File: src/design/dct_pkg.sv
// package: register map, field layout, reset values and timing counts of the timing block
package dct_pkg;

  // ==========================================================================
  // register byte offsets
  // ==========================================================================
  localparam logic [7:0] DCT_ADDR_MODE0  = 8'h00; // burst mode and write recovery
  localparam logic [7:0] DCT_ADDR_MODE4  = 8'h04; // preamble selects
  localparam logic [7:0] DCT_ADDR_LAT    = 8'h08; // write and read latency
  localparam logic [7:0] DCT_ADDR_SPEED  = 8'h0C; // speed grade code
  localparam logic [7:0] DCT_ADDR_STATUS = 8'h10; // read-only live state

  // ==========================================================================
  // field positions
  // ==========================================================================
  localparam int DCT_BM_LSB     = 0;  // mode0 burst mode [1:0]
  localparam int DCT_WR_LSB     = 4;  // mode0 write recovery [8:4]
  localparam int DCT_RDPRE_BIT  = 11; // mode4 read preamble select
  localparam int DCT_WRPRE_BIT  = 12; // mode4 write preamble select
  localparam int DCT_WL_LSB     = 0;  // lat write latency [5:0]
  localparam int DCT_RL_LSB     = 8;  // lat read latency [13:8]
  localparam int DCT_ST_BUSY    = 0;  // status: an operation in progress
  localparam int DCT_ST_LP      = 1;  // status: low-power state in effect
  localparam int DCT_ST_RDPRE2  = 2;  // status: two-cycle read preamble active
  localparam int DCT_ST_WRPRE2  = 3;  // status: two-cycle write preamble active
  localparam int DCT_ST_DQS     = 4;  // status: strobe driven

  // ==========================================================================
  // modes and reset values
  // ==========================================================================
  typedef enum logic [1:0] {
    DCT_BL8_FIXED = 2'h0,  // burst of eight set by mode register
    DCT_OTF       = 2'h1,  // burst chosen per command
    DCT_BC4_FIXED = 2'h2   // chop of four set by mode register
  } dct_burst_type;

  localparam logic [1:0] DCT_SPEED_LOW = 2'h0; // any grade below 2400
  localparam logic [4:0] DCT_WR_RST    = 5'h0A;
  localparam logic [5:0] DCT_WL_RST    = 6'h09;
  localparam logic [5:0] DCT_RL_RST    = 6'h0B;
  localparam logic [1:0] DCT_SPEED_RST = 2'h3;
  localparam logic [1:0] DCT_RESP_OK   = 2'h0;
  localparam logic [1:0] DCT_RESP_ERR  = 2'h2;

  // ==========================================================================
  // timing counts
  // ==========================================================================
  localparam logic [7:0] DCT_START_FULL = 8'h04; // internal write start after write latency
  localparam logic [7:0] DCT_START_CHOP = 8'h02; // same, chop fixed by mode register
  localparam logic [7:0] DCT_BURST_FULL = 8'h04; // clock cycles of a burst of eight
  localparam logic [7:0] DCT_BURST_CHOP = 8'h02; // clock cycles of a chop of four
  localparam int DCT_CLK_PS   = 5000;          // 200 MHz clock period
  localparam int DCT_OP_NS    = 40;            // row/refresh operation duration
  localparam int DCT_OP_CK    = (DCT_OP_NS * 1000 + DCT_CLK_PS - 1) / DCT_CLK_PS;
  localparam logic [7:0] DCT_OP_CYCLES = DCT_OP_CK[7:0];

  // commands taken from the controller in one cycle
  typedef struct packed {
    logic wr;       // write command
    logic wr_chop;  // on-the-fly chop for this write
    logic wr_ap;    // write with auto precharge
    logic rd;       // read command
    logic rd_chop;  // on-the-fly chop for this read
    logic bank_op;  // activate, precharge or refresh
    logic cke;      // clock enable level
  } dct_cmd_type;

endpackage : dct_pkg

File: src/design/dct_delay.sv
// module: loadable countdown that pulses a given number of cycles after its load
`timescale 1ns/1ps
module dct_delay
  import dct_pkg::*;
(
  input  wire logic       aclk,
  input  wire logic       aresetn,
  input  wire logic       load,
  input  wire logic [7:0] count,
  output logic            fire,
  output logic            busy
);

  // ==========================================================================
  // counter
  // ==========================================================================
  logic [7:0] cnt_reg;  // cycles left
  logic       fire_reg; // one-cycle pulse
  logic [7:0] cnt_next; // next count

  // a fresh load overrides a countdown still in flight
  assign cnt_next = load ? count : ((cnt_reg != 8'h00) ? cnt_reg - 8'h01 : 8'h00);

  // count down; fire when the last cycle has passed
  always_ff @(posedge aclk) begin
    if (!aresetn) begin
      cnt_reg  <= 8'h00;
      fire_reg <= 1'b0;
    end else begin
      cnt_reg  <= cnt_next;
      fire_reg <= (cnt_reg == 8'h01) && !load;
    end
  end

  assign fire = fire_reg;
  assign busy = (cnt_reg != 8'h00);

endmodule : dct_delay

File: src/design/dct_timing.sv
// module: device-side command timing with register access over AXI4-Lite
//
// Summary of operation
// - burst eight or otf chop: start WL+4
// - chop fixed by mode: start WL+2
// - recovery counted in cycles from mode register
// - low power waits for running operations
// - mode four bit eleven: read preamble
// - mode four bit twelve: write preamble
// - two-cycle read preamble releases strobe earlier
`timescale 1ns/1ps
module dct_timing
  import dct_pkg::*;
(
  input  wire logic        aclk,
  input  wire logic        aresetn,
  input  wire logic [7:0]  s_axi_awaddr,
  input  wire logic        s_axi_awvalid,
  output logic             s_axi_awready,
  input  wire logic [31:0] s_axi_wdata,
  input  wire logic [3:0]  s_axi_wstrb,
  input  wire logic        s_axi_wvalid,
  output logic             s_axi_wready,
  output logic [1:0]       s_axi_bresp,
  output logic             s_axi_bvalid,
  input  wire logic        s_axi_bready,
  input  wire logic [7:0]  s_axi_araddr,
  input  wire logic        s_axi_arvalid,
  output logic             s_axi_arready,
  output logic [31:0]      s_axi_rdata,
  output logic [1:0]       s_axi_rresp,
  output logic             s_axi_rvalid,
  input  wire logic        s_axi_rready,
  input  wire dct_cmd_type cmd,
  output logic             wr_start,
  output logic             auto_pre_start,
  output logic             dqs_oe,
  output logic             low_power
);

  // ==========================================================================
  // configuration registers
  // ==========================================================================
  logic [1:0]  bm_reg;      // burst mode
  logic [4:0]  wrec_reg;    // write recovery in cycles
  logic        rdpre_reg;   // read preamble select
  logic        wrpre_reg;   // write preamble select
  logic [5:0]  wl_reg;      // write latency
  logic [5:0]  rl_reg;      // read latency
  logic [1:0]  speed_reg;   // speed grade code

  // ==========================================================================
  // bus slave state
  // ==========================================================================
  logic        aw_rdy_reg;  // write address taken pulse
  logic        bvalid_reg;  // write response pending
  logic [1:0]  bresp_reg;   // write response code
  logic        ar_rdy_reg;  // read address taken pulse
  logic        rvalid_reg;  // read data pending
  logic [31:0] rdata_reg;   // read data
  logic [1:0]  rresp_reg;   // read response code

  // ==========================================================================
  // decode
  // ==========================================================================
  wire wr_take  = s_axi_awvalid && s_axi_wvalid && !aw_rdy_reg && !bvalid_reg;
  wire rd_take  = s_axi_arvalid && !ar_rdy_reg && !rvalid_reg;
  wire sel_m0   = (s_axi_awaddr == DCT_ADDR_MODE0);
  wire sel_m4   = (s_axi_awaddr == DCT_ADDR_MODE4);
  wire sel_lat  = (s_axi_awaddr == DCT_ADDR_LAT);
  wire sel_spd  = (s_axi_awaddr == DCT_ADDR_SPEED);
  wire wr_hit   = sel_m0 || sel_m4 || sel_lat || sel_spd;
  wire rd_hit   = (s_axi_araddr == DCT_ADDR_MODE0) || (s_axi_araddr == DCT_ADDR_MODE4) ||
                  (s_axi_araddr == DCT_ADDR_LAT) || (s_axi_araddr == DCT_ADDR_SPEED) ||
                  (s_axi_araddr == DCT_ADDR_STATUS);
  wire [31:0] wd = s_axi_wdata;
  wire [3:0]  ws = s_axi_wstrb;

  // ==========================================================================
  // effective preamble lengths
  // ==========================================================================
  // two-cycle read preamble only above 2133
  wire rdpre2 = rdpre_reg && (speed_reg != DCT_SPEED_LOW);
  wire wrpre2 = wrpre_reg && (speed_reg != DCT_SPEED_LOW);

  // ==========================================================================
  // operation tracking
  // ==========================================================================
  logic       ap_pend_reg;  // auto precharge waiting on internal write
  logic       chop_reg;     // chop length of the write in flight
  logic [7:0] op_cnt_reg;   // row or refresh operation still running
  logic [7:0] dqs_cnt_reg;  // strobe drive cycles left
  logic       rchop_reg;    // chop length of the read in flight
  logic       wr_fire;      // internal write start
  logic       ap_fire;      // precharge start
  logic       dqs_fire;     // strobe release
  logic       wr_busy;      // write timer running
  logic       ap_busy;      // precharge timer running
  logic       dqs_busy;     // strobe timer running

  // full burst or otf chop starts four after
  wire        fixed_chop = (bm_reg == DCT_BC4_FIXED);
  wire [7:0]  wr_delay   = {2'h0, wl_reg} + (fixed_chop ? DCT_START_CHOP : DCT_START_FULL);
  wire        w_chop     = fixed_chop || ((bm_reg == DCT_OTF) && cmd.wr_chop);
  // recovery counted from mode zero cycles
  wire [7:0]  ap_delay   = {3'h0, wrec_reg} + (chop_reg ? DCT_BURST_CHOP : DCT_BURST_FULL);
  // two-cycle read preamble opens strobe one earlier
  wire [7:0]  pre_ck     = rdpre2 ? 8'h02 : 8'h01;
  wire [7:0]  rl_ext     = {2'h0, rl_reg};
  wire [7:0]  dqs_delay  = (rl_ext > pre_ck) ? rl_ext - pre_ck : 8'h01;
  wire        r_chop     = fixed_chop || ((bm_reg == DCT_OTF) && cmd.rd_chop);
  wire [7:0]  dqs_len    = pre_ck + (rchop_reg ? DCT_BURST_CHOP : DCT_BURST_FULL);
  // any operation in progress holds off low power
  wire        busy_any   = wr_busy || ap_busy || ap_pend_reg || dqs_busy ||
                           (op_cnt_reg != 8'h00) || (dqs_cnt_reg != 8'h00);

  // write start timer
  dct_delay u_wr_delay (
    .aclk    (aclk),
    .aresetn (aresetn),
    .load    (cmd.wr),
    .count   (wr_delay),
    .fire    (wr_fire),
    .busy    (wr_busy)
  );

  // precharge timer, armed at the internal write start
  dct_delay u_ap_delay (
    .aclk    (aclk),
    .aresetn (aresetn),
    .load    (wr_fire && ap_pend_reg),
    .count   (ap_delay),
    .fire    (ap_fire),
    .busy    (ap_busy)
  );

  // strobe release timer
  dct_delay u_dqs_delay (
    .aclk    (aclk),
    .aresetn (aresetn),
    .load    (cmd.rd),
    .count   (dqs_delay),
    .fire    (dqs_fire),
    .busy    (dqs_busy)
  );

  // ==========================================================================
  // register writes and write response
  // ==========================================================================
  always_ff @(posedge aclk) begin
    if (!aresetn) begin
      bm_reg     <= DCT_BL8_FIXED;
      wrec_reg   <= DCT_WR_RST;
      rdpre_reg  <= 1'b0;
      wrpre_reg  <= 1'b0;
      wl_reg     <= DCT_WL_RST;
      rl_reg     <= DCT_RL_RST;
      speed_reg  <= DCT_SPEED_RST;
      aw_rdy_reg <= 1'b0;
      bvalid_reg <= 1'b0;
      bresp_reg  <= DCT_RESP_OK;
    end else begin
      aw_rdy_reg <= wr_take;
      if (wr_take) begin
        // mode zero low byte holds burst mode and recovery [7:4]; byte one holds recovery bit 8
        if (sel_m0 && ws[0]) bm_reg <= wd[DCT_BM_LSB +: 2];
        if (sel_m0 && ws[1]) wrec_reg <= {wd[8], wd[7:DCT_WR_LSB]};
        if (sel_m0 && !ws[1] && ws[0]) wrec_reg <= {wrec_reg[4], wd[7:DCT_WR_LSB]};
        if (sel_m4 && ws[1]) rdpre_reg <= wd[DCT_RDPRE_BIT];
        if (sel_m4 && ws[1]) wrpre_reg <= wd[DCT_WRPRE_BIT];
        if (sel_lat && ws[0]) wl_reg <= wd[DCT_WL_LSB +: 6];
        if (sel_lat && ws[1]) rl_reg <= wd[DCT_RL_LSB +: 6];
        if (sel_spd && ws[0]) speed_reg <= wd[1:0];
        bvalid_reg <= 1'b1;
        bresp_reg  <= wr_hit ? DCT_RESP_OK : DCT_RESP_ERR;
      end else if (s_axi_bready) begin
        bvalid_reg <= 1'b0;
      end
    end
  end

  // ==========================================================================
  // register reads
  // ==========================================================================
  wire [31:0] status_word = {27'h0, (dqs_cnt_reg != 8'h00), wrpre2, rdpre2, low_power,
                             busy_any};
  wire [31:0] rd_mux =
    (s_axi_araddr == DCT_ADDR_MODE0) ? {23'h0, wrec_reg, 2'h0, bm_reg} :
    (s_axi_araddr == DCT_ADDR_MODE4) ? {19'h0, wrpre_reg, rdpre_reg, 11'h0} :
    (s_axi_araddr == DCT_ADDR_LAT)   ? {18'h0, rl_reg, 2'h0, wl_reg} :
    (s_axi_araddr == DCT_ADDR_SPEED) ? {30'h0, speed_reg} :
    (s_axi_araddr == DCT_ADDR_STATUS) ? status_word : 32'h0;

  // read channel: one read at a time, answer one cycle after address
  always_ff @(posedge aclk) begin
    if (!aresetn) begin
      ar_rdy_reg <= 1'b0;
      rvalid_reg <= 1'b0;
      rdata_reg  <= 32'h0;
      rresp_reg  <= DCT_RESP_OK;
    end else begin
      ar_rdy_reg <= rd_take;
      if (rd_take) begin
        rvalid_reg <= 1'b1;
        rdata_reg  <= rd_mux;
        rresp_reg  <= rd_hit ? DCT_RESP_OK : DCT_RESP_ERR;
      end else if (s_axi_rready) begin
        rvalid_reg <= 1'b0;
      end
    end
  end

  // ==========================================================================
  // operation state
  // ==========================================================================
  logic lp_reg;     // low-power state in effect
  logic dqs_oe_reg; // strobe drive, registered for the pin
  always_ff @(posedge aclk) begin
    if (!aresetn) begin
      ap_pend_reg <= 1'b0;
      dqs_oe_reg  <= 1'b0;
      chop_reg    <= 1'b0;
      rchop_reg   <= 1'b0;
      op_cnt_reg  <= 8'h00;
      dqs_cnt_reg <= 8'h00;
      lp_reg      <= 1'b0;
    end else begin
      // a later write replaces the pending flags
      if (cmd.wr) begin
        ap_pend_reg <= cmd.wr_ap;
        chop_reg    <= w_chop;
      end else if (wr_fire) begin
        ap_pend_reg <= 1'b0;
      end
      if (cmd.rd) rchop_reg <= r_chop;
      if (cmd.bank_op) op_cnt_reg <= DCT_OP_CYCLES;
      else if (op_cnt_reg != 8'h00) op_cnt_reg <= op_cnt_reg - 8'h01;
      // strobe stays driven for preamble plus burst
      if (dqs_fire) dqs_cnt_reg <= dqs_len;
      else if (dqs_cnt_reg != 8'h00) dqs_cnt_reg <= dqs_cnt_reg - 8'h01;
      // same level the counter will show, so the pin comes from a flop
      dqs_oe_reg <= dqs_fire || (dqs_cnt_reg > 8'h01);
      // enter low power only when idle; a command this cycle counts as busy
      lp_reg <= !cmd.cke && !busy_any && !cmd.wr && !cmd.rd && !cmd.bank_op;
    end
  end

  // ==========================================================================
  // outputs
  // ==========================================================================
  assign s_axi_awready  = aw_rdy_reg;
  assign s_axi_wready   = aw_rdy_reg;
  assign s_axi_bvalid   = bvalid_reg;
  assign s_axi_bresp    = bresp_reg;
  assign s_axi_arready  = ar_rdy_reg;
  assign s_axi_rvalid   = rvalid_reg;
  assign s_axi_rdata    = rdata_reg;
  assign s_axi_rresp    = rresp_reg;
  assign wr_start       = wr_fire;
  assign auto_pre_start = ap_fire;
  assign dqs_oe         = dqs_oe_reg;
  assign low_power      = lp_reg;
endmodule : dct_timing

File: config.mk
export PLATFORM = sky130hd
export DESIGN_NAME = dct_timing
export DESIGN_NICKNAME = d
export VERILOG_FILES = /design/src/design/dct_pkg.sv /design/src/design/dct_delay.sv /design/src/design/dct_timing.sv
export SDC_FILE = /design/constraint.sdc
export NUM_CORES = 1
export LEC_CHECK = 0
export ABC_AREA = 1
export BUFFER_PORTS_ARGS = -buffer_cell sky130_fd_sc_hd__buf_4
export CAP_MARGIN = 10
export CORE_ASPECT_RATIO = 0.7
export CORE_MARGIN = 5
export CORE_UTILIZATION = 37
export DETAILED_ROUTE_END_ITERATION = 6
export SYNTH_ARGS = -nofsm -noshare
export SYNTH_HDL_FRONTEND = slang
export SYNTH_HIERARCHICAL = 1
export SYNTH_SLANG_ARGS = --single-unit
File: constraint.sdc
create_clock -name aclk -period 4 [get_ports aclk]
set_input_delay 0.4 -clock aclk [delete_from_list [all_inputs] [get_ports aclk]]
set_output_delay 0.4 -clock aclk [all_outputs]
set_load 0.02 [all_outputs]
==> flow_metrics.py <==
metrics = {
    "clock_tree": {
        "clock-root-buffer": "clkbuf_16",
        "cts_resized": 0,
        "cts.htree.levels": 3,
        "post_cts_buffers": 0,
        "clockBufferDepth": 2,
        "cts_tree": "done",
        "insertion_delay_ns": 0.34,
        "cts-buffers-inserted": 9,
        "path_clk_slew_ns": 0.06,
        "cts.sinks": 91,
        "hold_buffers": 0,
    },
    "floorplan": {
        "core_um2": 14000,
        "die_h_um": 110,
        "ios": 111,
        "die-area_um2": 17000,
        "die_w_um": 154,
        "initial_core_util": 0.381,
        "rows": 36,
    },
    "setup_path": {
        "slowest_delay_ns": 0.36,
        "worst-path-stages": 10,
        "cpLargestDelayFamily": "compound AO/OA/AOI/OAI gates",
        "r2r_cells": 10,
        "cp_slowest_cell": "dfxtp_1",
        "end_kind": "flip-flop",
        "r2r_slack_ns": 1.86,
        "worst-path-buf-inv": 2,
        "start_kind": "flip-flop",
        "startpoint": "speed_reg[1]",
        "crit-reg2reg-launch": "speed_reg[1]",
        "crit_path_cell_trace": "nor2_1, nor2_1, inv_1, ha_1, a211o_1, o21ai_2, inv_1, nand2_1, nand2_1, a21oi_1",
        "criticalPathCategory": "flip-flop to flip-flop",
        "crit_path_end": "u_dqs_delay/cnt_reg[0]",
        "required_ns": 4.27,
        "crit_arrival_ns": 2.41,
        "critical_path.max_fanout": 6,
        "regToRegEndpoint": "u_dqs_delay/cnt_reg[0]",
    },
    "layout": {
        "multiInputGateArea_um2": 3000,
        "drive_above_1_share": 0.191,
        "fillers": 1434,
        "syn2layout_area_growth_pct": 17.0,
        "nets": 886,
        "utilization": 0.446,
        "final-seq-area_um2": 1820,
        "largest_reg_flops": 14,
        "diodes": 0,
    },
    "timing": {
        "slew-limit-headroom": 0.409,
        "post-route-min-period_ns": 2.14,
        "rsz0062_at_grt": "false",
        "tightest_slew_ns": 0.885,
        "setup_viol": 0,
        "fmax_mhz": 467,
        "tns_ns": 0,
        "whs_ns": 0.245,
        "finalWorstSetupSlack_ns": 1.86,
        "skew_ns": 0.00483,
        "min_period_over_period": 0.535,
        "hold_viol_final": 0,
        "slew_viol_final": 0,
    },
    "power": {
        "ir_drop_mv": 0.214,
        "powerDensity_nw_per_um2": 465,
        "total_power_w": 0.00290,
        "leakage_nw": 2.82,
    },
    "synthesis": {
        "synth_top_area_share": 0.341,
        "ys.flop_type": "dfxtp_1",
        "yosys-top-cells-count": "147 x nand2_1, 91 x dfxtp_1, 86 x inv_1, 81 x nor2_1, 59 x a21oi_1",
        "synth-seq-cells": 91,
        "synth_cell_types": 45,
        "synth_edf_count": 0,
        "ys_seq_area_frac": 0.341,
        "yosysTopAreaCell": "dfxtp_1",
        "yosys-top-cells-area": "dfxtp_1 34%, nand2_1 10%, inv_1 6.0%",
        "synth.avg_cell_area_um2": 7.35,
        "syn_area_um2": 5340,
        "yosysWarnings": 6,
        "yosysMostFrequentCell": "nand2_1",
        "netlist_instances": 726,
        "ys_async_sr_fraction": 0,
    },
    "route": {
        "vias": 4576,
        "avgRoutedWirePerCell_um": 12.9,
        "viasPerCell": 4.62,
        "drtIter0Drc": 296,
        "antenna_left": 0,
        "route.detailed.drc": 0,
        "drt_first_pass_iters": 5,
        "drt-total-wl_um": 12700,
    },
    "global_route": {
        "grt_max_degree": 37,
        "grt_antenna_before_repair": 0,
        "grt_pass1_wl_um": 21600,
        "grt_usage": 0.154,
        "grt_overflow_total": 0,
        "grt_pass1_vias": 4254,
    },
    "placed_design": {
        "gp_congestion": 0.819,
        "dp_hpwl_um": 9990,
        "dp_slack_ns": 1.85,
        "io_buffers": 70,
    },
    "worst_hold_path": {
        "hold_class": "primary input to flip-flop",
    },
    "job": {
        "cap_violations": 0,
    },
    "status": {
        "run_status": "completed",
    },
}
==> worst min path at each step <==
| stage | from | endpoint | cells past startpoint |
|---|---|---|---|
| detailed placement | rl_reg[0] | rl_reg[0] | 2 |
| global route | s_axi_rready | s_axi_rvalid | 2 |
| finish | s_axi_rready | s_axi_rvalid | 2 |
| global placement | rl_reg[0] | rl_reg[0] | 2 |
| floorplan | rl_reg[0] | rl_reg[0] | 2 |
| CTS | s_axi_rready | s_axi_rvalid | 2 |
==> placed cells by master (no fill, tap or decap), types with 14 or more instances in the layout <==
master / instances
a21oi_1: 59
o21ai_0: 14
nand2_1: 147
nand3_1: 37
xor2_1: 16
buf_4: 70
ha_1: 22
conb_1: 23
nor2_1: 81
nand4_1: 17
dfxtp_1: 91
inv_1: 86
==> cell type report <==
type,count,share of cell area
clock inverter,1,0.00481
timing repair buffer,70,0.0841
tap,190,0.0381
multi-input combinational,529,0.480
inverter,94,0.0565
clock buffer,15,0.0445
sequential,91,0.292
==> report_power, final <==
group	total, W	internal [W]	switching, W
combinational	0.000919	0.000359	0.000560
clock	0.000884	0.000537	0.000347
sequential	0.00110	0.00101	0.0000888
==> logic make-up after synthesis <==
| group | synth area share |
|---|---|
| other | 0.000703 |
| AOI/OAI and AO/OA | 0.115 |
| adders and majority gates | 0.0628 |
| xor gates and xnor gates | 0.0312 |
| and+or+nand+nor | 0.337 |
| DFF | 0.341 |
| buffers and inverters | 0.112 |
==> metal layers <==
metal  vias up  global-route usage  wire length [µm]
met4         0              0.0335               102
met2       109               0.206              4970
met1      2028               0.244              6920
met3        10              0.0367               751
met5         -                   0                 0
li1       2429                   -                 -
==> per-stage QoR <==
stage / instance area (µm²) / instances
after floorplan: 5420 / 748
final: 6250 / 990
after detailed placement: 5940 / 974
after global routing: 6250 / 990
after global placement: 5940 / 974
after CTS: 6250 / 990
==> worst reg2reg max path, stage by stage (launching register included) <==
cell and delay [ns]:
dfxtp_1 0.36, nor2_1 0.07, nor2_1 0.20, inv_1 0.18, ha_1 0.32, a211o_1 0.35, o21ai_2 0.27, inv_1 0.07
nand2_1 0.06, nand2_1 0.05, a21oi_1 0.14
Note: power is estimated with default switching activity, not from simulation.
